### src/logic/fdsft_pkg.sv
// Shared constants for the FSK divider select and frequency trim block.
// Assumes a 32-bit AXI4-Lite register bus and a single 200 MHz clock.
package fdsft_pkg;

  // ****************************************************************
  // Bus geometry
  // ****************************************************************
  localparam int ADDR_W = 9;
  localparam int DATA_W = 32;
  localparam int STRB_W = 4;
  localparam int IDX_W = 7;

  // ****************************************************************
  // Field widths
  // ****************************************************************
  localparam int MAIN_W = 12;
  localparam int REF_W = 10;
  localparam int SWAL_W = 7;
  localparam int TRIM_W = 8;
  localparam int FEE_W = 8;
  localparam int FEE_CTRL_W = 4;
  localparam int SYM_W = 7;

  // ****************************************************************
  // Register indices (byte address is four times the index)
  // ****************************************************************
  localparam logic [IDX_W-1:0] IDX_CTRL = 7'h00;
  localparam logic [IDX_W-1:0] IDX_MAIN0 = 7'h01;
  localparam logic [IDX_W-1:0] IDX_REF0 = 7'h02;
  localparam logic [IDX_W-1:0] IDX_SWAL0 = 7'h03;
  localparam logic [IDX_W-1:0] IDX_MAIN1 = 7'h04;
  localparam logic [IDX_W-1:0] IDX_REF1 = 7'h05;
  localparam logic [IDX_W-1:0] IDX_SWAL1 = 7'h06;
  localparam logic [IDX_W-1:0] IDX_TRIM = 7'h07;
  localparam logic [IDX_W-1:0] IDX_STATUS = 7'h08;
  localparam logic [IDX_W-1:0] IDX_FEE_CTRL = 7'h15;
  localparam logic [IDX_W-1:0] IDX_FEE_RESULT = 7'h16;

  // ****************************************************************
  // Field positions
  // ****************************************************************
  localparam int CTRL_TX_BIT = 0;
  localparam int FEE_MODE_LSB = 0;
  localparam int FEE_LEN_LSB = 2;
  localparam int STAT_DONE_BIT = 0;
  localparam int STAT_BUSY_BIT = 1;
  localparam int STAT_DATA_BIT = 2;

  // ****************************************************************
  // Reset values
  // ****************************************************************
  localparam logic [MAIN_W-1:0] MAIN_RST = 12'h000;
  localparam logic [REF_W-1:0] REF_RST = 10'h000;
  localparam logic [SWAL_W-1:0] SWAL_RST = 7'h00;
  localparam logic [TRIM_W-1:0] TRIM_RST = 8'h80;
  localparam logic [FEE_CTRL_W-1:0] FEE_CTRL_RST = 4'h0;

  // ****************************************************************
  // Estimator modes and measurement length
  // ****************************************************************
  typedef enum logic [1:0] {
    FEE_OFF = 2'h0,
    FEE_UP = 2'h1,
    FEE_DN = 2'h2,
    FEE_UPDN = 2'h3
  } fdsft_fee_mode_t;

  localparam logic [SYM_W-1:0] FEE_BASE_SYMBOLS = 7'h08;

  // ****************************************************************
  // Bus responses
  // ****************************************************************
  localparam logic [1:0] RESP_OKAY = 2'h0;
  localparam logic [1:0] RESP_SLVERR = 2'h2;

endpackage : fdsft_pkg

### src/logic/fdsft_fee_counter.sv
// Frequency error estimator counter: counts demodulator up/down pulses.
// Assumes pulses and symbol strobe are one-cycle, synchronous to ref_clk.
`timescale 1ns/10ps
module fdsft_fee_counter
  import fdsft_pkg::*;
(
  // Clock and reset
  input wire logic ref_clk,
  input wire logic rst_n,
  // Control from the register file
  input wire logic [1:0] feeMode,
  input wire logic [1:0] feeLen,
  input wire logic feeStart,
  // Demodulator events
  input wire logic upPulse,
  input wire logic dnPulse,
  input wire logic symbolStrobe,
  // Result
  output logic [fdsft_pkg::FEE_W-1:0] freqErrorEstimate,
  output logic feeBusy,
  output logic feeDone
);
  import fdsft_pkg::*;

  typedef enum logic {ST_IDLE, ST_COUNT} fdsft_fee_state_t;

  fdsft_fee_state_t state, next_state;
  logic [FEE_W-1:0] count, next_count;
  logic [SYM_W-1:0] symCnt, next_symCnt;
  logic [FEE_W-1:0] next_freqErrorEstimate;
  logic next_feeDone;
  logic [SYM_W-1:0] symTarget;
  logic [FEE_W-1:0] stepped;

  // Measurement length: 8, 16, 32 or 64 symbols
  assign symTarget = SYM_W'(FEE_BASE_SYMBOLS << feeLen);

  // Signed step; plain 8-bit arithmetic so the count wraps, never saturates
  always_comb begin
    stepped = count;
    if (feeMode[0] && upPulse) begin
      stepped = FEE_W'(stepped + 8'h01);
    end
    if (feeMode[1] && dnPulse) begin
      stepped = FEE_W'(stepped - 8'h01);
    end
  end

  // Next state of the measurement
  always_comb begin
    next_state = state;
    next_count = count;
    next_symCnt = symCnt;
    next_freqErrorEstimate = freqErrorEstimate;
    next_feeDone = feeDone;
    case (state)
      ST_IDLE: begin
        if (feeStart && feeMode != FEE_OFF) begin
          next_state = ST_COUNT;
          next_count = '0;
          next_symCnt = '0;
          next_feeDone = 1'b0;
        end
      end
      ST_COUNT: begin
        next_count = stepped;
        if (symbolStrobe) begin
          next_symCnt = SYM_W'(symCnt + 7'h01);
        end
        if (feeStart) begin
          // A new start restarts the window rather than queueing
          next_count = '0;
          next_symCnt = '0;
          next_state = (feeMode != FEE_OFF) ? ST_COUNT : ST_IDLE;
        end else if (symbolStrobe && next_symCnt == symTarget) begin
          next_freqErrorEstimate = stepped;
          next_feeDone = 1'b1;
          next_state = ST_IDLE;
        end
      end
      default: next_state = ST_IDLE;
    endcase
  end

  // Registers
  always_ff @(posedge ref_clk or negedge rst_n) begin
    if (!rst_n) begin
      state <= ST_IDLE;
      count <= '0;
      symCnt <= '0;
      freqErrorEstimate <= '0;
      feeDone <= 1'b0;
      feeBusy <= 1'b0;
    end else begin
      state <= next_state;
      count <= next_count;
      symCnt <= next_symCnt;
      freqErrorEstimate <= next_freqErrorEstimate;
      feeDone <= next_feeDone;
      feeBusy <= (next_state == ST_COUNT);
    end
  end
endmodule : fdsft_fee_counter

### src/logic/fdsft_top.sv
// FSK divider set selection, serial data pin steering and crystal trim.
// Assumes an AXI4-Lite master on ref_clk and all pins synchronous to it.
`timescale 1ns/10ps
module fdsft_top
  import fdsft_pkg::*;
(
  // Clock and reset
  input wire logic ref_clk,
  input wire logic rst_n,
  // AXI4-Lite write channels
  input wire logic [fdsft_pkg::ADDR_W-1:0] s_axi_awaddr,
  input wire logic s_axi_awvalid,
  output logic s_axi_awready,
  input wire logic [fdsft_pkg::DATA_W-1:0] s_axi_wdata,
  input wire logic [fdsft_pkg::STRB_W-1:0] s_axi_wstrb,
  input wire logic s_axi_wvalid,
  output logic s_axi_wready,
  output logic [1:0] s_axi_bresp,
  output logic s_axi_bvalid,
  input wire logic s_axi_bready,
  // AXI4-Lite read channels
  input wire logic [fdsft_pkg::ADDR_W-1:0] s_axi_araddr,
  input wire logic s_axi_arvalid,
  output logic s_axi_arready,
  output logic [fdsft_pkg::DATA_W-1:0] s_axi_rdata,
  output logic [1:0] s_axi_rresp,
  output logic s_axi_rvalid,
  input wire logic s_axi_rready,
  // Serial data pin
  input wire logic serialBitIn,
  output logic serialBitOut,
  output logic serialBitOe,
  // Demodulator side
  input wire logic rxDemodBit,
  input wire logic feeUpPulse,
  input wire logic feeDnPulse,
  input wire logic feeSymbolStrobe,
  // Synthesizer dividers and trim
  output logic [fdsft_pkg::MAIN_W-1:0] synthMainDiv,
  output logic [fdsft_pkg::REF_W-1:0] synthRefDiv,
  output logic [fdsft_pkg::SWAL_W-1:0] synthSwallowDiv,
  output logic synthSetOne,
  output logic [fdsft_pkg::TRIM_W-1:0] crystalTrimCode
);
  import fdsft_pkg::*;

  // ****************************************************************
  // Decode helpers
  // ****************************************************************
  function automatic logic [IDX_W-1:0] regIndex(input logic [ADDR_W-1:0] addr);
    return addr[ADDR_W-1:2];
  endfunction : regIndex

  function automatic logic isMapped(input logic [IDX_W-1:0] idx);
    case (idx)
      IDX_CTRL, IDX_MAIN0, IDX_REF0, IDX_SWAL0, IDX_MAIN1, IDX_REF1, IDX_SWAL1,
      IDX_TRIM, IDX_STATUS, IDX_FEE_CTRL, IDX_FEE_RESULT: return 1'b1;
      default: return 1'b0;
    endcase
  endfunction : isMapped

  function automatic logic [DATA_W-1:0] mergeBytes(
    input logic [DATA_W-1:0] old,
    input logic [DATA_W-1:0] wd,
    input logic [STRB_W-1:0] st
  );
    logic [DATA_W-1:0] m;
    m = old;
    for (int i = 0; i < STRB_W; i++) begin
      if (st[i]) begin
        m[8*i +: 8] = wd[8*i +: 8];
      end
    end
    return m;
  endfunction : mergeBytes

  // ****************************************************************
  // Register file state
  // ****************************************************************
  logic txMode, next_txMode;
  logic [MAIN_W-1:0] mainDiv [2];
  logic [REF_W-1:0] refDiv [2];
  logic [SWAL_W-1:0] swalDiv [2];
  logic [MAIN_W-1:0] next_mainDiv [2];
  logic [REF_W-1:0] next_refDiv [2];
  logic [SWAL_W-1:0] next_swalDiv [2];
  logic [TRIM_W-1:0] next_crystalTrimCode;
  logic [FEE_CTRL_W-1:0] feeCtrl, next_feeCtrl;
  logic feeStart, next_feeStart;
  logic next_awready, next_wready, next_bvalid, next_arready, next_rvalid;
  logic [1:0] next_bresp, next_rresp;
  logic [DATA_W-1:0] next_rdata, readWord, oldWord, newWord;
  logic [IDX_W-1:0] wrIdx, rdIdx;
  logic wrFire, rdFire, wrSet;
  logic [FEE_W-1:0] freqErrorEstimate;
  logic feeBusy, feeDone;

  // Divider path state
  logic dataBit, next_dataBit;
  logic [MAIN_W-1:0] next_synthMainDiv;
  logic [REF_W-1:0] next_synthRefDiv;
  logic [SWAL_W-1:0] next_synthSwallowDiv;
  logic next_synthSetOne, next_serialBitOut, next_serialBitOe;

  assign wrIdx = regIndex(s_axi_awaddr);
  assign rdIdx = regIndex(s_axi_araddr);
  // Address and data are accepted together, so one handshake term suffices
  assign wrFire = s_axi_awvalid && s_axi_awready && s_axi_wvalid && s_axi_wready;
  assign rdFire = s_axi_arvalid && s_axi_arready;
  // Divider indices 1..3 are the zero set, 4..6 the one set
  assign wrSet = (wrIdx >= IDX_MAIN1);

  // ****************************************************************
  // Read mux
  // ****************************************************************
  // Current value of the word addressed by the read port, for read data
  always_comb begin
    readWord = '0;
    case (rdIdx)
      IDX_CTRL: readWord[CTRL_TX_BIT] = txMode;
      IDX_MAIN0: readWord[MAIN_W-1:0] = mainDiv[0];
      IDX_REF0: readWord[REF_W-1:0] = refDiv[0];
      IDX_SWAL0: readWord[SWAL_W-1:0] = swalDiv[0];
      IDX_MAIN1: readWord[MAIN_W-1:0] = mainDiv[1];
      IDX_REF1: readWord[REF_W-1:0] = refDiv[1];
      IDX_SWAL1: readWord[SWAL_W-1:0] = swalDiv[1];
      IDX_TRIM: readWord[TRIM_W-1:0] = crystalTrimCode;
      IDX_STATUS: begin
        readWord[STAT_DONE_BIT] = feeDone;
        readWord[STAT_BUSY_BIT] = feeBusy;
        readWord[STAT_DATA_BIT] = dataBit;
      end
      IDX_FEE_CTRL: readWord[FEE_CTRL_W-1:0] = feeCtrl;
      IDX_FEE_RESULT: readWord[FEE_W-1:0] = freqErrorEstimate;
      default: readWord = '0;
    endcase
  end

  // Old value seen by the write port, merged under the byte strobes
  always_comb begin
    oldWord = '0;
    case (wrIdx)
      IDX_CTRL: oldWord[CTRL_TX_BIT] = txMode;
      IDX_MAIN0, IDX_MAIN1: oldWord[MAIN_W-1:0] = mainDiv[wrSet];
      IDX_REF0, IDX_REF1: oldWord[REF_W-1:0] = refDiv[wrSet];
      IDX_SWAL0, IDX_SWAL1: oldWord[SWAL_W-1:0] = swalDiv[wrSet];
      IDX_TRIM: oldWord[TRIM_W-1:0] = crystalTrimCode;
      IDX_FEE_CTRL: oldWord[FEE_CTRL_W-1:0] = feeCtrl;
      default: oldWord = '0;
    endcase
    newWord = mergeBytes(oldWord, s_axi_wdata, s_axi_wstrb);
  end

  // ****************************************************************
  // Bus handshakes and register writes
  // ****************************************************************
  // Ready is raised only once both write halves wait and no response is pending
  always_comb begin
    next_awready = !s_axi_awready && s_axi_awvalid && s_axi_wvalid && !s_axi_bvalid;
    next_wready = next_awready;
    next_bvalid = s_axi_bvalid ? !s_axi_bready : wrFire;
    next_bresp = wrFire ? (isMapped(wrIdx) ? RESP_OKAY : RESP_SLVERR) : s_axi_bresp;
    next_arready = !s_axi_arready && s_axi_arvalid && !s_axi_rvalid;
    next_rvalid = s_axi_rvalid ? !s_axi_rready : rdFire;
    next_rdata = rdFire ? readWord : s_axi_rdata;
    next_rresp = rdFire ? (isMapped(rdIdx) ? RESP_OKAY : RESP_SLVERR) : s_axi_rresp;
    next_txMode = txMode;
    next_mainDiv = mainDiv;
    next_refDiv = refDiv;
    next_swalDiv = swalDiv;
    next_crystalTrimCode = crystalTrimCode;
    next_feeCtrl = feeCtrl;
    next_feeStart = 1'b0;
    if (wrFire) begin
      case (wrIdx)
        IDX_CTRL: next_txMode = newWord[CTRL_TX_BIT];
        IDX_MAIN0, IDX_MAIN1: next_mainDiv[wrSet] = newWord[MAIN_W-1:0];
        IDX_REF0, IDX_REF1: next_refDiv[wrSet] = newWord[REF_W-1:0];
        IDX_SWAL0, IDX_SWAL1: next_swalDiv[wrSet] = newWord[SWAL_W-1:0];
        IDX_TRIM: next_crystalTrimCode = newWord[TRIM_W-1:0];
        IDX_FEE_CTRL: begin
          // Writing the control word with byte 0 strobed also arms a fresh measurement
          next_feeCtrl = newWord[FEE_CTRL_W-1:0];
          next_feeStart = s_axi_wstrb[0];
        end
        default: next_txMode = txMode; // Result and status are read only
      endcase
    end
  end

  always_ff @(posedge ref_clk or negedge rst_n) begin
    if (!rst_n) begin
      s_axi_awready <= 1'b0;
      s_axi_wready <= 1'b0;
      s_axi_bvalid <= 1'b0;
      s_axi_bresp <= RESP_OKAY;
      s_axi_arready <= 1'b0;
      s_axi_rvalid <= 1'b0;
      s_axi_rdata <= '0;
      s_axi_rresp <= RESP_OKAY;
      txMode <= 1'b0;
      mainDiv <= '{MAIN_RST, MAIN_RST};
      refDiv <= '{REF_RST, REF_RST};
      swalDiv <= '{SWAL_RST, SWAL_RST};
      crystalTrimCode <= TRIM_RST;
      feeCtrl <= FEE_CTRL_RST;
      feeStart <= 1'b0;
    end else begin
      s_axi_awready <= next_awready;
      s_axi_wready <= next_wready;
      s_axi_bvalid <= next_bvalid;
      s_axi_bresp <= next_bresp;
      s_axi_arready <= next_arready;
      s_axi_rvalid <= next_rvalid;
      s_axi_rdata <= next_rdata;
      s_axi_rresp <= next_rresp;
      txMode <= next_txMode;
      mainDiv <= next_mainDiv;
      refDiv <= next_refDiv;
      swalDiv <= next_swalDiv;
      crystalTrimCode <= next_crystalTrimCode;
      feeCtrl <= next_feeCtrl;
      feeStart <= next_feeStart;
    end
  end

  // ****************************************************************
  // Divider set selection and data pin direction
  // ****************************************************************
  // Receive holds the zero set, which carries the receive injection frequency
  always_comb begin
    next_dataBit = txMode ? serialBitIn : 1'b0;
    next_synthSetOne = dataBit;
    next_synthMainDiv = mainDiv[dataBit];
    next_synthRefDiv = refDiv[dataBit];
    next_synthSwallowDiv = swalDiv[dataBit];
    next_serialBitOe = !txMode;
    next_serialBitOut = rxDemodBit;
  end

  always_ff @(posedge ref_clk or negedge rst_n) begin
    if (!rst_n) begin
      dataBit <= 1'b0;
      synthSetOne <= 1'b0;
      synthMainDiv <= MAIN_RST;
      synthRefDiv <= REF_RST;
      synthSwallowDiv <= SWAL_RST;
      serialBitOe <= 1'b1;
      serialBitOut <= 1'b0;
    end else begin
      dataBit <= next_dataBit;
      synthSetOne <= next_synthSetOne;
      synthMainDiv <= next_synthMainDiv;
      synthRefDiv <= next_synthRefDiv;
      synthSwallowDiv <= next_synthSwallowDiv;
      serialBitOe <= next_serialBitOe;
      serialBitOut <= next_serialBitOut;
    end
  end

  // ****************************************************************
  // Frequency error estimator
  // ****************************************************************
  fdsft_fee_counter feeCounter (
    .ref_clk(ref_clk),
    .rst_n(rst_n),
    .feeMode(feeCtrl[FEE_MODE_LSB +: 2]),
    .feeLen(feeCtrl[FEE_LEN_LSB +: 2]),
    .feeStart(feeStart),
    .upPulse(feeUpPulse),
    .dnPulse(feeDnPulse),
    .symbolStrobe(feeSymbolStrobe),
    .freqErrorEstimate(freqErrorEstimate),
    .feeBusy(feeBusy),
    .feeDone(feeDone)
  );
endmodule : fdsft_top

### config.mk
export PLATFORM = sky130hd
export DESIGN_NAME = fdsft_top
export DESIGN_NICKNAME = d
export VERILOG_FILES = /design/src/logic/fdsft_pkg.sv /design/src/logic/fdsft_fee_counter.sv /design/src/logic/fdsft_top.sv
export SDC_FILE = /design/constraint.sdc
export NUM_CORES = 1
export LEC_CHECK = 0
export ABC_CLOCK_PERIOD_IN_PS = 2700
export BUFFER_PORTS_ARGS = -buffer_cell sky130_fd_sc_hd__buf_2
export CORE_MARGIN = 1.5
export CORE_UTILIZATION = 50
export CTS_CLUSTER_SIZE = 20
export DETAILED_ROUTE_END_ITERATION = 7
export GPL_ROUTABILITY_DRIVEN = 0
export PLACE_DENSITY = 0.74
export SYNTH_ARGS = -nofsm -noshare
export SYNTH_HDL_FRONTEND = slang
export SYNTH_SLANG_ARGS = --single-unit
### constraint.sdc
create_clock -name ref_clk -period 2.7 [get_ports ref_clk]
set_input_delay 0.27 -clock ref_clk [delete_from_list [all_inputs] [get_ports ref_clk]]
set_output_delay 0.27 -clock ref_clk [all_outputs]
set_load 0.01 [all_outputs]
* Word level (Yosys, flattened, before mapping) *
Memory sizes are Yosys's and may differ from the RTL's.
Index checks and enable logic that the tools add are counted.

word-level totals
  register bits after elaboration = 150
  memory bits (read-only) = 64
  input port bits = 66
  output and inout bits = 81
  memories = 2

memory list
  name              depth  width  read ports  clocked after Yosys merged registers in  wr ports  RTL line         RTL
  (name not given)  32     1      1           0                                        0         fdsft_top.sv:55  case (idx)
  (name not given)  32     1      1           0                                        0         fdsft_top.sv:55

cells by class
  add/sub/neg operators = 3
  order comparisons = 4
  equality and inequality tests = 22
  shifts and indexed selects = 1
  multiplexer cells = 70
  bitwise logic cells = 4
  reductions and logical operators = 37

operator list
  cell                  count
  $mux W12              7
  $mux W7               11
  $mux W10              7
  $eq A7 B3 Y1 const B  8
  $mux W8               5
  $eq A7 B2 Y1 const B  4
  $bwmux W24            1
  $pmux W3 S8           1
  $eq A7 B5 Y1 const B  3
  $bwmux W20            1
  $pmux W2 S10          1
  $pmux W8 S2           1
  $pmux W3 S5           1
  $bwmux W14            1
  $eq A7 B1 Y1 const B  2
  $logic_and A1 B1 Y1   14
  $logic_not A7 Y1      2
  $mux W1               14
  $pmux W7 S2           1
  $demux W12 S1         1
  $pmux W1 S6           2
  $pmux W3 S4           1
  $reduce_and A2 Y1     6
  $pmux W1 S11          1
  other kinds (27)      45

* Logic depth before layout (Yosys ltp) *
Gate-level depths: netlist of run 1.

  word-level depth = 8
  gate-level depth with buffers = 9

* Cells and area by module *
Synthesis of run 1 repeated with hierarchy kept, for this count alone.

second synthesis, totals
  cell total of the unflattened synthesis = 791
  area total of the unflattened synthesis = 8145.3 um2

by module, submodules not included
  module             times used  cells each  area each (um2)  sequential area each (um2)
  fdsft_top          1           611         6439.9           3080.5
  fdsft_fee_counter  1           180         1705.4           625.6

* Worst setup path before layout of run 1 *
OpenSTA, ideal clock, no wires.

  path type = register to register
  start = register feeCounter.symCnt[0]
  end = register feeCounter.freqErrorEstimate[0] (netlist bit)
  library setup time = 125 ps
  arrival time = 2192 ps
  data required time = 2575 ps
  setup slack = 383 ps
  cell stages (with the launch flop) = 8
  cell sequence = dfrtp_1 ha_1 nand4_4 or3_1 a311oi_1 a21oi_1 nor4_4 mux2_2

between the ends
  cells in the longest elaborated chain, start to end = 6

RTL lines
  element                                 RTL line                 RTL
  from (decl)                             fdsft_fee_counter.sv:29  logic [SYM_W-1:0] symCnt, next_symCnt;
  from (signal assigned)                  fdsft_fee_counter.sv:97  symCnt <= next_symCnt;
  $add A7 B1 Y7                           fdsft_fee_counter.sv:68  next_symCnt = SYM_W'(symCnt + 7'h01);
  $mux W7 (*)                             fdsft_fee_counter.sv:67  if (symbolStrobe) begin
  $mux W7 (*)                             fdsft_fee_counter.sv:56  case (state)
  $eq A7 B7 Y1 (*)                        fdsft_fee_counter.sv:75  end else if (symbolStrobe && next_symCnt == symTarget) begin
  $logic_and A1 B1 Y1 (*)                 fdsft_fee_counter.sv:75
  $reduce_and A3 Y1 (no source line) (*)  --
  to (signal assigned)                    fdsft_fee_counter.sv:98  freqErrorEstimate <= next_freqErrorEstimate;
  to (decl)                               fdsft_fee_counter.sv:19  output logic [fdsft_pkg::FEE_W-1:0] freqErrorEstimate,

Every way passes the cells marked *; elsewhere a longest branch is shown, timed or not. The select of a mux whose other input is x is not followed.
A chain may end at the register's enable or synchronous reset.

* Worst setup path after layout of run 1 *
  start = register feeCounter.symCnt[0]
  end = register feeCounter.freqErrorEstimate[1] (netlist bit)

Same word-level chain as after synthesis.

==> results.ini, run 1 <==
[synth]
synth.top_cells.by_count=dfrtp_1 (146), o21ai_0 (109), nand2_1 (107)
ys_ff_latch=148
postSynthCellCount=762
async_flop_share_pct=100.0
syn_area_per_cell_sq_um=9.863
synth_warnings=0
synth_flop_cell=dfrtp_1
netlist_area_sq_um=7516
netlist.area_leader.share_pct=48.61
ys_types=58
synth_top_cells_by_area=dfrtp_1 (49%), o21ai_0 (7.3%), mux2_2 (5.4%), nand2_1 (5.3%), buf_4 (2.4%)
synth_top_area_cell=dfrtp_1
synth_most_common_cell=dfrtp_1
synth_edf_count=0
ys_seq_area_share_pct=49.31

[setup_path]
path_max_fanout=7
critical_path_class=reg -> reg
reg2regPathDepth=8
arrival_ns=2.79
start_kind=flip-flop
slowest_delay_ns=0.42
crit_buf_inv=1
cp.depth=8
required_ns=3.01
crit_family=simple AND/OR/NAND/NOR gates
critical_path.cell_chain=ha_1 -> nand4_4 -> or3_1 -> a311oi_1 -> a21oi_1 -> nor4_4 -> buf_4 -> mux2_2
critPathCaptureType=flip-flop
cp_slowest_cell=dfrtp_1

[timing]
hold_viol_final=0
fin_worst_skew_ns=0.007771
rsz0062_at_grt=false
post-route-period-util_pct=91.87
drv_slew=0
setup_viol=0
fin_crit_ns=2.480
worst_pin_slew_ns=1.029
tns_ns=0
timing.fmax_ghz=0.4031
relSlewSlack_pct=31.41

[clocking]
htreeDepth=4
cts_tree=built
clk_pin_slew_worst_paths_ns=0.06
cts_buffers=17
clockRootBuffer=clkbuf_16
clock_sinks=148
post_cts_buffers=0
cts_buffer_depth=2
clk_latency_ns=0.43

[pwr]
p_switching_mw=1.516
leakage_nw=4.240
ir_drop_uv=468.4
p_total_mw=5.450
p_sw_share_pct=27.81
p_seq_share_pct=44.3
internal-power_mw=3.934
p_comb_share_pct=12.3
p_clk_share_pct=43.4
p_per_area_nw_per_um2=615.7

[die]
die_h_um=125.6
die_width_um=125.6
io_pins=147
core_sq_um=14590
num_rows=44
initial_core_util_pct=51.52
die-area_sq_um=15780

[route]
vias=6475
drt.antenna.violating_nets=0
drc=5
top_layer=met4
avgRoutedWirePerCell_um=19.45
viasPerCell=6.074
dr_wl_met2_um=9705
wl_met1_um=8944
firstDrtPassIters=8
drt_iter0_markers=723
routed-wl-met3_um=1540
wl_um=20730

[status]
status=finished with violations
violations=design-rule violations

[finish]
nNetsFinal=947
area_growth_pct=17.76
drive_gt1_share_pct=23.81
n_antenna_cell=0

[global_routing]
grt_max_degree=101
gr-usage-all-layers_pct=26.59
grt_pass1_wl_um=32700
antenna_found_initial=0
grt_pass1_vias=6157
overflow=0

[place]
hpwlAfterDp_um=13980
portBuffers=98

[flow_run]
drv_cap=0

[hold_path]
hold_depth=2
hold_class=in -> reg

[area by class of cell]
| type | count | area (sq um) |
|---|---|---|
| Tap cell | 184 | 230.2 |
| Multi-Input combinational cell | 553 | 3487 |
| Sequential cell | 148 | 3706 |
| Inverter | 16 | 60.06 |
| Clock inverter | 14 | 151.4 |
| Clock buffer | 18 | 439.2 |
| Fill cell | 1207 | 5738 |
| Timing Repair Buffer | 133 | 777.0 |
[flip-flops by register name, indices dropped and copies added, names as in the netlist, 4 cells and up]
signal / flops
synthMainDiv: 12
synthSwallowDiv: 7
feeCounter.symCnt: 7
synthRefDiv: 10
refDiv: 20
s_axi_rdata: 12
swalDiv: 14
feeCounter.count: 8
crystalTrimCode: 8
mainDiv: 24
feeCounter.freqErrorEstimate: 8
feeCtrl: 4
[path summary, 6_finish.rpt]
path	start	to	slack (ns)
setup / recovery	feeCounter.symCnt[0]	feeCounter.freqErrorEstimate[1]	0.22
setup reg to reg	feeCounter.symCnt[0]	feeCounter.freqErrorEstimate[1]	0.22
min in group asynchronous	rst_n	feeCounter.symCnt[3]	0.51
max in group asynchronous	rst_n	s_axi_rdata[8]	1.45
hold reg to reg	s_axi_arready	s_axi_arready	0.45
hold / removal	s_axi_bready	s_axi_bvalid	0.02
[cell usage in the layout, fill, tap and decap left out, types with 11 or more instances in the layout]
cell type,instances
a31oi_1,16
mux2_2,36
inv_1,16
a222oi_1,13
and3_1,18
nand2_1,107
a21oi_1,25
o21ai_0,107
mux2i_1,13
nand3_1,15
a22o_1,12
clkbuf_16,17
nor2_1,26
ha_1,12
a22oi_1,20
nor3_1,11
conb_1,22
buf_2,97
buf_4,32
dfrtp_1,146
[per-stage QoR]
| step | cell area [sq um] | setup WS, ns | hold WS (ns) | cells | utilization [%] |
|---|---|---|---|---|---|
| detailed placement | 8240 | 0.2618 | 0.3797 | 1032 | 56.48 |
| finish | 8851 | 0.2195 | 0.01611 | 1066 | 60.67 |
| CTS | 8851 | 0.2268 | 0.009237 | 1066 | 60.67 |
| global route | 8851 | 0.08394 | 0.005300 | 1066 | 60.67 |
| global placement | 8240 | 0.2873 | 0.3822 | 1032 | 56.48 |
| floorplan | 7595 | 0.3829 | -0.02559 | 783 | - |
[worst reg2reg max path, cell delays in order, from the launching register on]
cell	delay (ns)
dfrtp_1	0.42
ha_1	0.32
nand4_4	0.16
or3_1	0.33
a311oi_1	0.27
a21oi_1	0.14
nor4_4	0.17
buf_4	0.21
mux2_2	0.35
[power groups by stage]
stage | Combinational, mW | Clock (mW) | Sequential [mW]
CTS | 0.666 | 2.39 | 2.41
global placement | 0.645 | 0 | 2.45
finish | 0.669 | 2.37 | 2.41
detailed placement | 0.664 | 0 | 2.45
floorplan | 0.453 | 0 | 2.42
global route | 0.750 | 2.50 | 2.43
[per-layer routing]
metal  vias to the layer above  global-route usage, %
li1                       2957                      -
met2                       327                  41.59
met1                      3139                  35.79
met5                         -                      0
met3                        52                  6.290
met4                         0                  10.83
[what timing repair did]
action                    in CTS  in global routing
hold buffers                   2                  0
hold endpoints to repair       6                  0
resized for setup              0                  0
[kinds of logic after synthesis]
group | synth area share (%)
AO/OA/AOI/OAI | 19.99
AND/OR/NAND/NOR | 14.42
flip-flops | 49.31
buffers and inverters | 5.477
multiplexers | 7.125
XOR/XNOR | 1.631
adder cells (fa/ha/maj) | 1.998
other | 0.04989
No activity file was read; power rests on OpenSTA's default activity.
==> inputs of run 2 (changes only) <==
- REMOVE_ABC_BUFFERS: default -> 1
==> run 2 against run 1 <==
  * The flow now finishes without violations
  * Cell count grew 0.75%
  * Routed wire length shrank 0.38%
  * First-iteration DRC count grew 4.3%
  * Via count grew 0.42%
  * Combinational power is essentially flat
  * Sequential share of layout area shrank 0.20 points
  * Global-route usage grew 0.076 points
  * Die area is the same
  * Fmax is essentially flat
  * Critical path type unchanged
  * Critical endpoint is now feeCounter.freqErrorEstimate[5]
  * Largest cell class unchanged
  * Highest routed layer unchanged
==> results.ini, run 2 (synthesis results as in run 1) <==
[pwr]
internal-power_mw=3.788  ; -3.7%
p_switching_mw=1.596  ; +5.3%
p_clk_share_pct=42.7  ; -0.7 points
ir_drop_uv=481.0  ; +2.7%
p_sw_share_pct=29.65  ; +1.8 points
leakage_nw=4.279  ; +0.92%
p_comb_share_pct=12.4  ; about the same
p_per_area_nw_per_um2=605.4  ; -1.7%
p_seq_share_pct=44.9  ; +0.6 points

[timing]
setup_viol=0  ; unchanged
fin_worst_skew_ns=0.01008  ; +0.002312 ns
worst_pin_slew_ns=0.9019  ; -0.1270 ns
tns_ns=0  ; unchanged
post-route-worst-setup-slack_ns=0.2177  ; -0.001817 ns
fin_crit_ns=2.482  ; +0.001817 ns
rsz0062_at_grt=false
timing.fmax_ghz=0.4029  ; about the same
relSlewSlack_pct=39.73  ; +8.3 points
drv_slew=0  ; unchanged
post-route-period-util_pct=91.94  ; about the same
hold_viol_final=0  ; unchanged

[setup_path]
critPathCaptureType=flip-flop
start_kind=flip-flop
path_max_fanout=7  ; unchanged
slowest_delay_ns=0.42  ; about the same
required_ns=3.01  ; about the same
critical_path.cell_chain=ha_1 -> nand4_4 -> or3_1 -> a311oi_1 -> a21oi_1 -> nor4_4 -> buf_4 -> mux2_2
critical_path_class=reg -> reg
arrival_ns=2.79  ; about the same
cp_slowest_cell=dfrtp_1

[hold_path]
hold_class=in -> reg

[clocking]
clk_latency_ns=0.43  ; about the same
clock_sinks=148  ; unchanged
cts_buffers=17  ; unchanged
clk_pin_slew_worst_paths_ns=0.07  ; about the same
cts_buffer_depth=2  ; unchanged
cts_tree=built
post_cts_buffers=0  ; unchanged
clockRootBuffer=clkbuf_16
htreeDepth=4  ; unchanged

[route]
avgRoutedWirePerCell_um=19.23  ; -1.1%
drt_iter0_markers=754  ; +4.3%
wl_um=20660  ; -0.38%
drt.antenna.violating_nets=0  ; unchanged
drc=0  ; -5
viasPerCell=6.054  ; -0.33%
firstDrtPassIters=6  ; -2
vias=6502  ; +0.42%

[finish]
largest_reg_flops=24  ; unchanged
final_util_pct=60.96  ; +0.29 points
design_area_sq_um=8894  ; +0.48%
mostFrequentLayoutCells=dfrtp_1 (146), nand2_1 (107), o21ai_0 (107), buf_2 (97), buf_4 (40)
multi_input_area_sq_um=3483  ; -0.11%
n_antenna_cell=0  ; unchanged
nNetsFinal=955  ; +0.84%
top_register=mainDiv
final_common_cell=dfrtp_1
reg_top3=mainDiv (24), refDiv (20), swalDiv (14)
regArea_sq_um=3706  ; unchanged
drive_gt1_share_pct=24.38  ; +0.57 points
final_cell_count_no_fill=1074  ; +0.75%
area_growth_pct=18.33
num-fill-cells=1217  ; +0.83%

[die]
num_rows=44  ; unchanged
die-area_sq_um=15780  ; unchanged
die_h_um=125.6  ; unchanged
initial_core_util_pct=51.52  ; unchanged
core_sq_um=14590  ; unchanged
die_width_um=125.6  ; unchanged
io_pins=147  ; unchanged

[global_routing]
grt_pass1_wl_um=32610  ; -0.28%
grt_pass1_vias=6151  ; -0.097%
gr-usage-all-layers_pct=26.67  ; +0.076 points
overflow=0  ; unchanged
antenna_found_initial=0  ; unchanged
grt_max_degree=73  ; -28%

[flow_run]
drv_cap=0  ; unchanged

[status]
status=finished, final reports clean

[place]
hpwlAfterDp_um=14180  ; +1.4%
place_area_sq_um=8297  ; +0.68%
dp_slack_ns=0.2322  ; -0.02963 ns
portBuffers=98  ; unchanged
dp_cells=1040  ; +0.78%

==> run 2: changes by cell type in the layout (fill, tap and decap cells not counted), sizes merged <==
cell | previous run | this run
buf | 131 | 139
bufinv | 2 | 0
clkinv | 4 | 5
clkinvlp | 4 | 1
inv | 20 | 24
==> run 2: critical path: cells and delay by family, from the launching register on <==
family	cells	cell delay, ns
AOI/OAI and AO/OA	2	0.40
adders and majority gates	1	0.33
buffers and inverters	1	0.20
DFF	1	0.42
muxes	1	0.34
and+or+nand+nor	3	0.67
==> run 2: through the flow <==
stage | hold slack [ns] | power, mW
2_1_floorplan | -0.02559 | 2.820
3_3_place_gp | 0.3345 | 3.091
3_5_place_dp | 0.3397 | 3.112
4_1_cts | 0.01182 | 5.398
5_1_grt | 0.01183 | 5.624
6_report | 0.02085 | 5.384
==> run 2: layer usage <==
metal  GRT usage [%]  up-vias  wire length [um]
met4           11.83        0               602
met5               0        -                 0
met2           40.51      363              9628
met3           6.718       56              1828
li1                -     2977                 -
met1           36.26     3106              8595
==> run 2: area by class of cell <==
type	count	share of cell area, %
repair buffers	141	9.412
clock buffers	18	4.938
inverters	16	0.6753
multi-input cells	553	39.17
clock inverters	14	1.548
flip-flops and latches	148	41.67
well taps	184	2.589
==> run 2: power groups by stage <==
stage	clock network [mW]	registers [mW]	logic, mW
3_5_place_dp	0	2.45	0.661
2_1_floorplan	0	2.43	0.388
3_3_place_gp	0	2.45	0.643
4_1_cts	2.32	2.41	0.668
5_1_grt	2.44	2.43	0.749
6_report	2.30	2.42	0.668
==> run 2: what timing repair did <==
action,in CTS,in global routing
endpoints found under the hold margin,68,0
hold buffers,2,0
gates resized for setup,0,0
setup endpoints to repair,0,0
==> run 2: final timing paths <==
path	startpoint	endpoint	slack (ns)	cells past startpoint
worst max-delay path	feeCounter.symCnt[0]	feeCounter.freqErrorEstimate[5]	0.22	8
worst min-delay path	s_axi_bready	s_axi_bvalid	0.02	2
worst min register to register	s_axi_arready	s_axi_arready	0.46	1
min in group asynchronous	rst_n	feeCounter.count[3]	0.43	2
max in group asynchronous	rst_n	synthRefDiv[6]	1.53	3
worst max register to register	feeCounter.symCnt[0]	feeCounter.freqErrorEstimate[5]	0.22	8
==> inputs of run 3 (changes only) <==
- SYNTH_HIERARCHICAL: default -> 1
==> run 3 against run 2 <==
  * Clock skew decreased by 0.0023 ns
  * Via count increased by 9.8%
  * Combinational power increased by 32%
  * Largest cell class is now multi-input combinational cells
  * Sequential power increased by 2%
  * Count of clock-buffer cells in the layout increased by 1
  * Sequential share of layout area decreased by 3.3 points
==> results.ini, run 3 <==
[finish]
drive_gt1_share_pct=27.37  ; +3.0 points
nNetsFinal=993  ; +4.0%
mostFrequentLayoutCells=dfrtp_1 (146), buf_2 (97), mux2_2 (56), nand2_1 (53), o21ai_0 (49)
final_util_pct=60.81  ; -0.15 points
largest_reg_flops=24  ; unchanged
regArea_sq_um=3706  ; unchanged
reg_top3=mainDiv (24), refDiv (20), swalDiv (14)
multi_input_area_sq_um=4095  ; +18%
final_cell_count_no_fill=1147  ; +6.8%
area_growth_pct=18.59
top_register=mainDiv
final_common_cell=dfrtp_1
num-fill-cells=1362  ; +12%

[timing]
fin_worst_skew_ns=0.007758  ; -0.002325 ns
setup_viol=0  ; unchanged
drv_slew=0  ; unchanged
worst_pin_slew_ns=1.269  ; +0.3670 ns
relSlewSlack_pct=15.19  ; -25 points
timing.fmax_ghz=0.4056  ; +0.67%
tns_ns=0  ; unchanged
post-route-period-util_pct=91.32  ; -0.61 points
post-route-worst-setup-slack_ns=0.2343  ; +0.01658 ns
hold_viol_final=0  ; unchanged
rsz0062_at_grt=false
fin_crit_ns=2.466  ; -0.01658 ns

[route]
viasPerCell=6.226  ; +2.8%
firstDrtPassIters=5  ; -1
avgRoutedWirePerCell_um=20.53  ; +6.7%
wl_um=23550  ; +14%
drt_iter0_markers=789  ; +4.6%
drc=0  ; unchanged
drt.antenna.violating_nets=0  ; unchanged
vias=7141  ; +9.8%

[synth]
ys_types=73  ; +26%
synth_top_cells_by_area=dfrtp_1 (45%), mux2_2 (7.7%), mux2i_1 (3.3%), o21ai_0 (3.0%), a221oi_1 (2.5%)
yosys.area_share.xor_xnor_pct=1.935  ; +0.30 points
synth_flop_cell=dfrtp_1
synth_most_common_cell=dfrtp_1
synth_top_family_by_area=compound AO/OA/AOI/OAI gates
synth-simple-area-share_pct=15.58  ; +1.2 points
synth_compound_area_share_pct=18.85  ; -1.1 points
async_flop_share_pct=100.0  ; unchanged
ys_seq_area_share_pct=45.50  ; -3.8 points
synth_top_area_cell=dfrtp_1
netlist.area_leader.share_pct=44.85  ; -3.8 points
postSynthCellCount=791  ; +3.8%
syn_area_per_cell_sq_um=10.30  ; +4.4%
synth_fa_ha_area_share_pct=1.843  ; -0.15 points
synth.top_cells.by_count=dfrtp_1 (146), mux2_2 (56), nand2_1 (53)
synth_edf_count=0  ; unchanged
synth_warnings=6  ; +6
netlist_area_sq_um=8145  ; +8.4%
ys_ff_latch=148  ; unchanged
muxShareOfSynthArea_pct=11.06  ; +3.9 points

[setup_path]
required_ns=3.01  ; about the same
critical_path.cell_chain=ha_1 -> a31o_2 -> a221oi_1 -> a21boi_1 -> mux2i_1 -> xnor2_1 -> mux2_2
slowest_delay_ns=0.46  ; +0.04 ns
cp_slowest_cell=dfrtp_1
crit_family=compound AO/OA/AOI/OAI gates
arrival_ns=2.77  ; -0.02 ns
start_kind=flip-flop
critical_path_class=reg -> reg
crit_buf_inv=0  ; -1
critPathCaptureType=flip-flop
path_max_fanout=8  ; +1

[global_routing]
overflow=0  ; unchanged
grt_pass1_vias=6782  ; +10%
grt_pass1_wl_um=37180  ; +14%
grt_max_degree=68  ; -6.8%
gr-usage-all-layers_pct=28.87  ; +2.2 points
antenna_found_initial=4  ; +4

[clocking]
clk_pin_slew_worst_paths_ns=0.06  ; about the same
clk_latency_ns=0.43  ; about the same
cts_buffers=17  ; unchanged
clockRootBuffer=clkbuf_16
htreeDepth=4  ; unchanged
cts_buffer_depth=2  ; unchanged
clock_sinks=148  ; unchanged
ctsResizeCount=0  ; unchanged
cts_tree=built

[pwr]
ir_drop_uv=436.6  ; -9.2%
p_clk_share_pct=42.7  ; about the same
p_switching_mw=1.622  ; +1.6%
leakage_nw=4.548  ; +6.3%
p_comb_share_pct=15.1  ; +2.7 points
p_per_area_nw_per_um2=604.9  ; about the same
p_total_mw=5.843  ; +8.5%
internal-power_mw=4.221  ; +11%
p_seq_share_pct=42.2  ; -2.7 points
p_sw_share_pct=27.75  ; -1.9 points

[die]
die_h_um=130.6  ; +4.0%
die-area_sq_um=17070  ; +8.2%
die_width_um=130.6  ; +4.0%
core_sq_um=15890  ; +8.9%
initial_core_util_pct=51.28  ; -0.24 points
io_pins=147  ; unchanged
num_rows=46  ; +4.5%

[place]
hpwlAfterDp_um=16380  ; +16%
portBuffers=98  ; unchanged
dp_cells=1109  ; +6.6%
dp_slack_ns=0.2767  ; +0.04457 ns

[hold_path]
hold_class=in -> reg

[flow_run]
drv_cap=0  ; unchanged

[status]
status=finished, final reports clean

==> run 3: changes by cell type in the layout (fill, tap and decap cells not counted), sizes merged, moves of 10 or more <==
cell    delta
a221oi    +19
nor4      +10
mux2i     +14
nor2      +20
o21ai     -59
nand2     -54
mux2      +20
==> run 3: what timing repair did <==
| action | CTS | global route |
|---|---|---|
| setup endpoints to repair | 0 | 0 |
| hold buffers | 2 | 0 |
| buffers inserted | 0 | 0 |
| hold endpoints to repair | 63 | 0 |
==> run 3: per-layer routing <==
metal	routed length, um	share of wire, %	up-vias	GRT usage [%]
met2	11000	47	417	44.74
met5	11	0.047	-	0
met4	768	3.3	2	12.02
li1	-	-	3201	-
met1	9564	41	3448	39.55
met3	2200	9.3	73	6.189
==> run 3: path summary, 6_finish.rpt <==
kind	from	to	slack, ns	depth (start not counted)
setup / recovery	feeCounter/count[1]	feeCounter/freqErrorEstimate[7]	0.23	7
hold / removal	s_axi_bready	s_axi_bvalid	0.02	2
setup reg to reg	feeCounter/count[1]	feeCounter/freqErrorEstimate[7]	0.23	7
hold reg to reg	s_axi_arready	s_axi_arready	0.47	1
max in group asynchronous	rst_n	mainDiv[20]	1.57	3
min in group asynchronous	rst_n	mainDiv[15]	0.42	2
==> run 3: final cells by class <==
class | instances | share of cell area (%)
inverters | 19 | 0.7383
flip-flops and latches | 148 | 38.37
clock inverters | 13 | 1.878
diodes | 3 | 0.07772
multi-input cells | 580 | 42.40
repair buffers | 149 | 9.262
clock buffers | 19 | 4.482
well taps | 216 | 2.798
==> run 3: worst reg2reg max path, cell delays in order, from the launching register on <==
cell and delay, ns:
dfrtp_1 0.46, ha_1 0.26, a31o_2 0.21, a221oi_1 0.42, a21boi_1 0.33, mux2i_1 0.28
xnor2_1 0.12, mux2_2 0.27
==> run 3: metrics by stage <==
| stage | instance area [sq um] | hold slack (ns) |
|---|---|---|
| 6_report | 9659 | 0.02465 |
| 5_1_grt | 9657 | 0.02769 |
| 4_1_cts | 9647 | 0.01573 |
| 3_5_place_dp | 9012 | 0.3088 |
| 3_3_place_gp | 9012 | 0.3095 |
| 2_1_floorplan | 7873 | -0.02559 |
==> run 3: kinds of logic (layout without fill, tap and decap cells) <==
family | Yosys count | in the layout
compound gates | 216 | 216
xor+xnor | 18 | 18
fa+ha+maj | 12 | 12
buf+inv | 84 | 200
flops | 148 | 148
mux | 83 | 83
other cells | 1 | 25
simple gates | 229 | 229
==> run 3: power by group through the flow <==
stage	sequential (mW)	combinational [mW]	clock, mW
6_report	2.47	0.882	2.49
5_1_grt	2.49	0.984	2.61
4_1_cts	2.47	0.877	2.52
3_5_place_dp	2.50	0.866	0
3_3_place_gp	2.50	0.845	0
2_1_floorplan	2.50	0.476	0
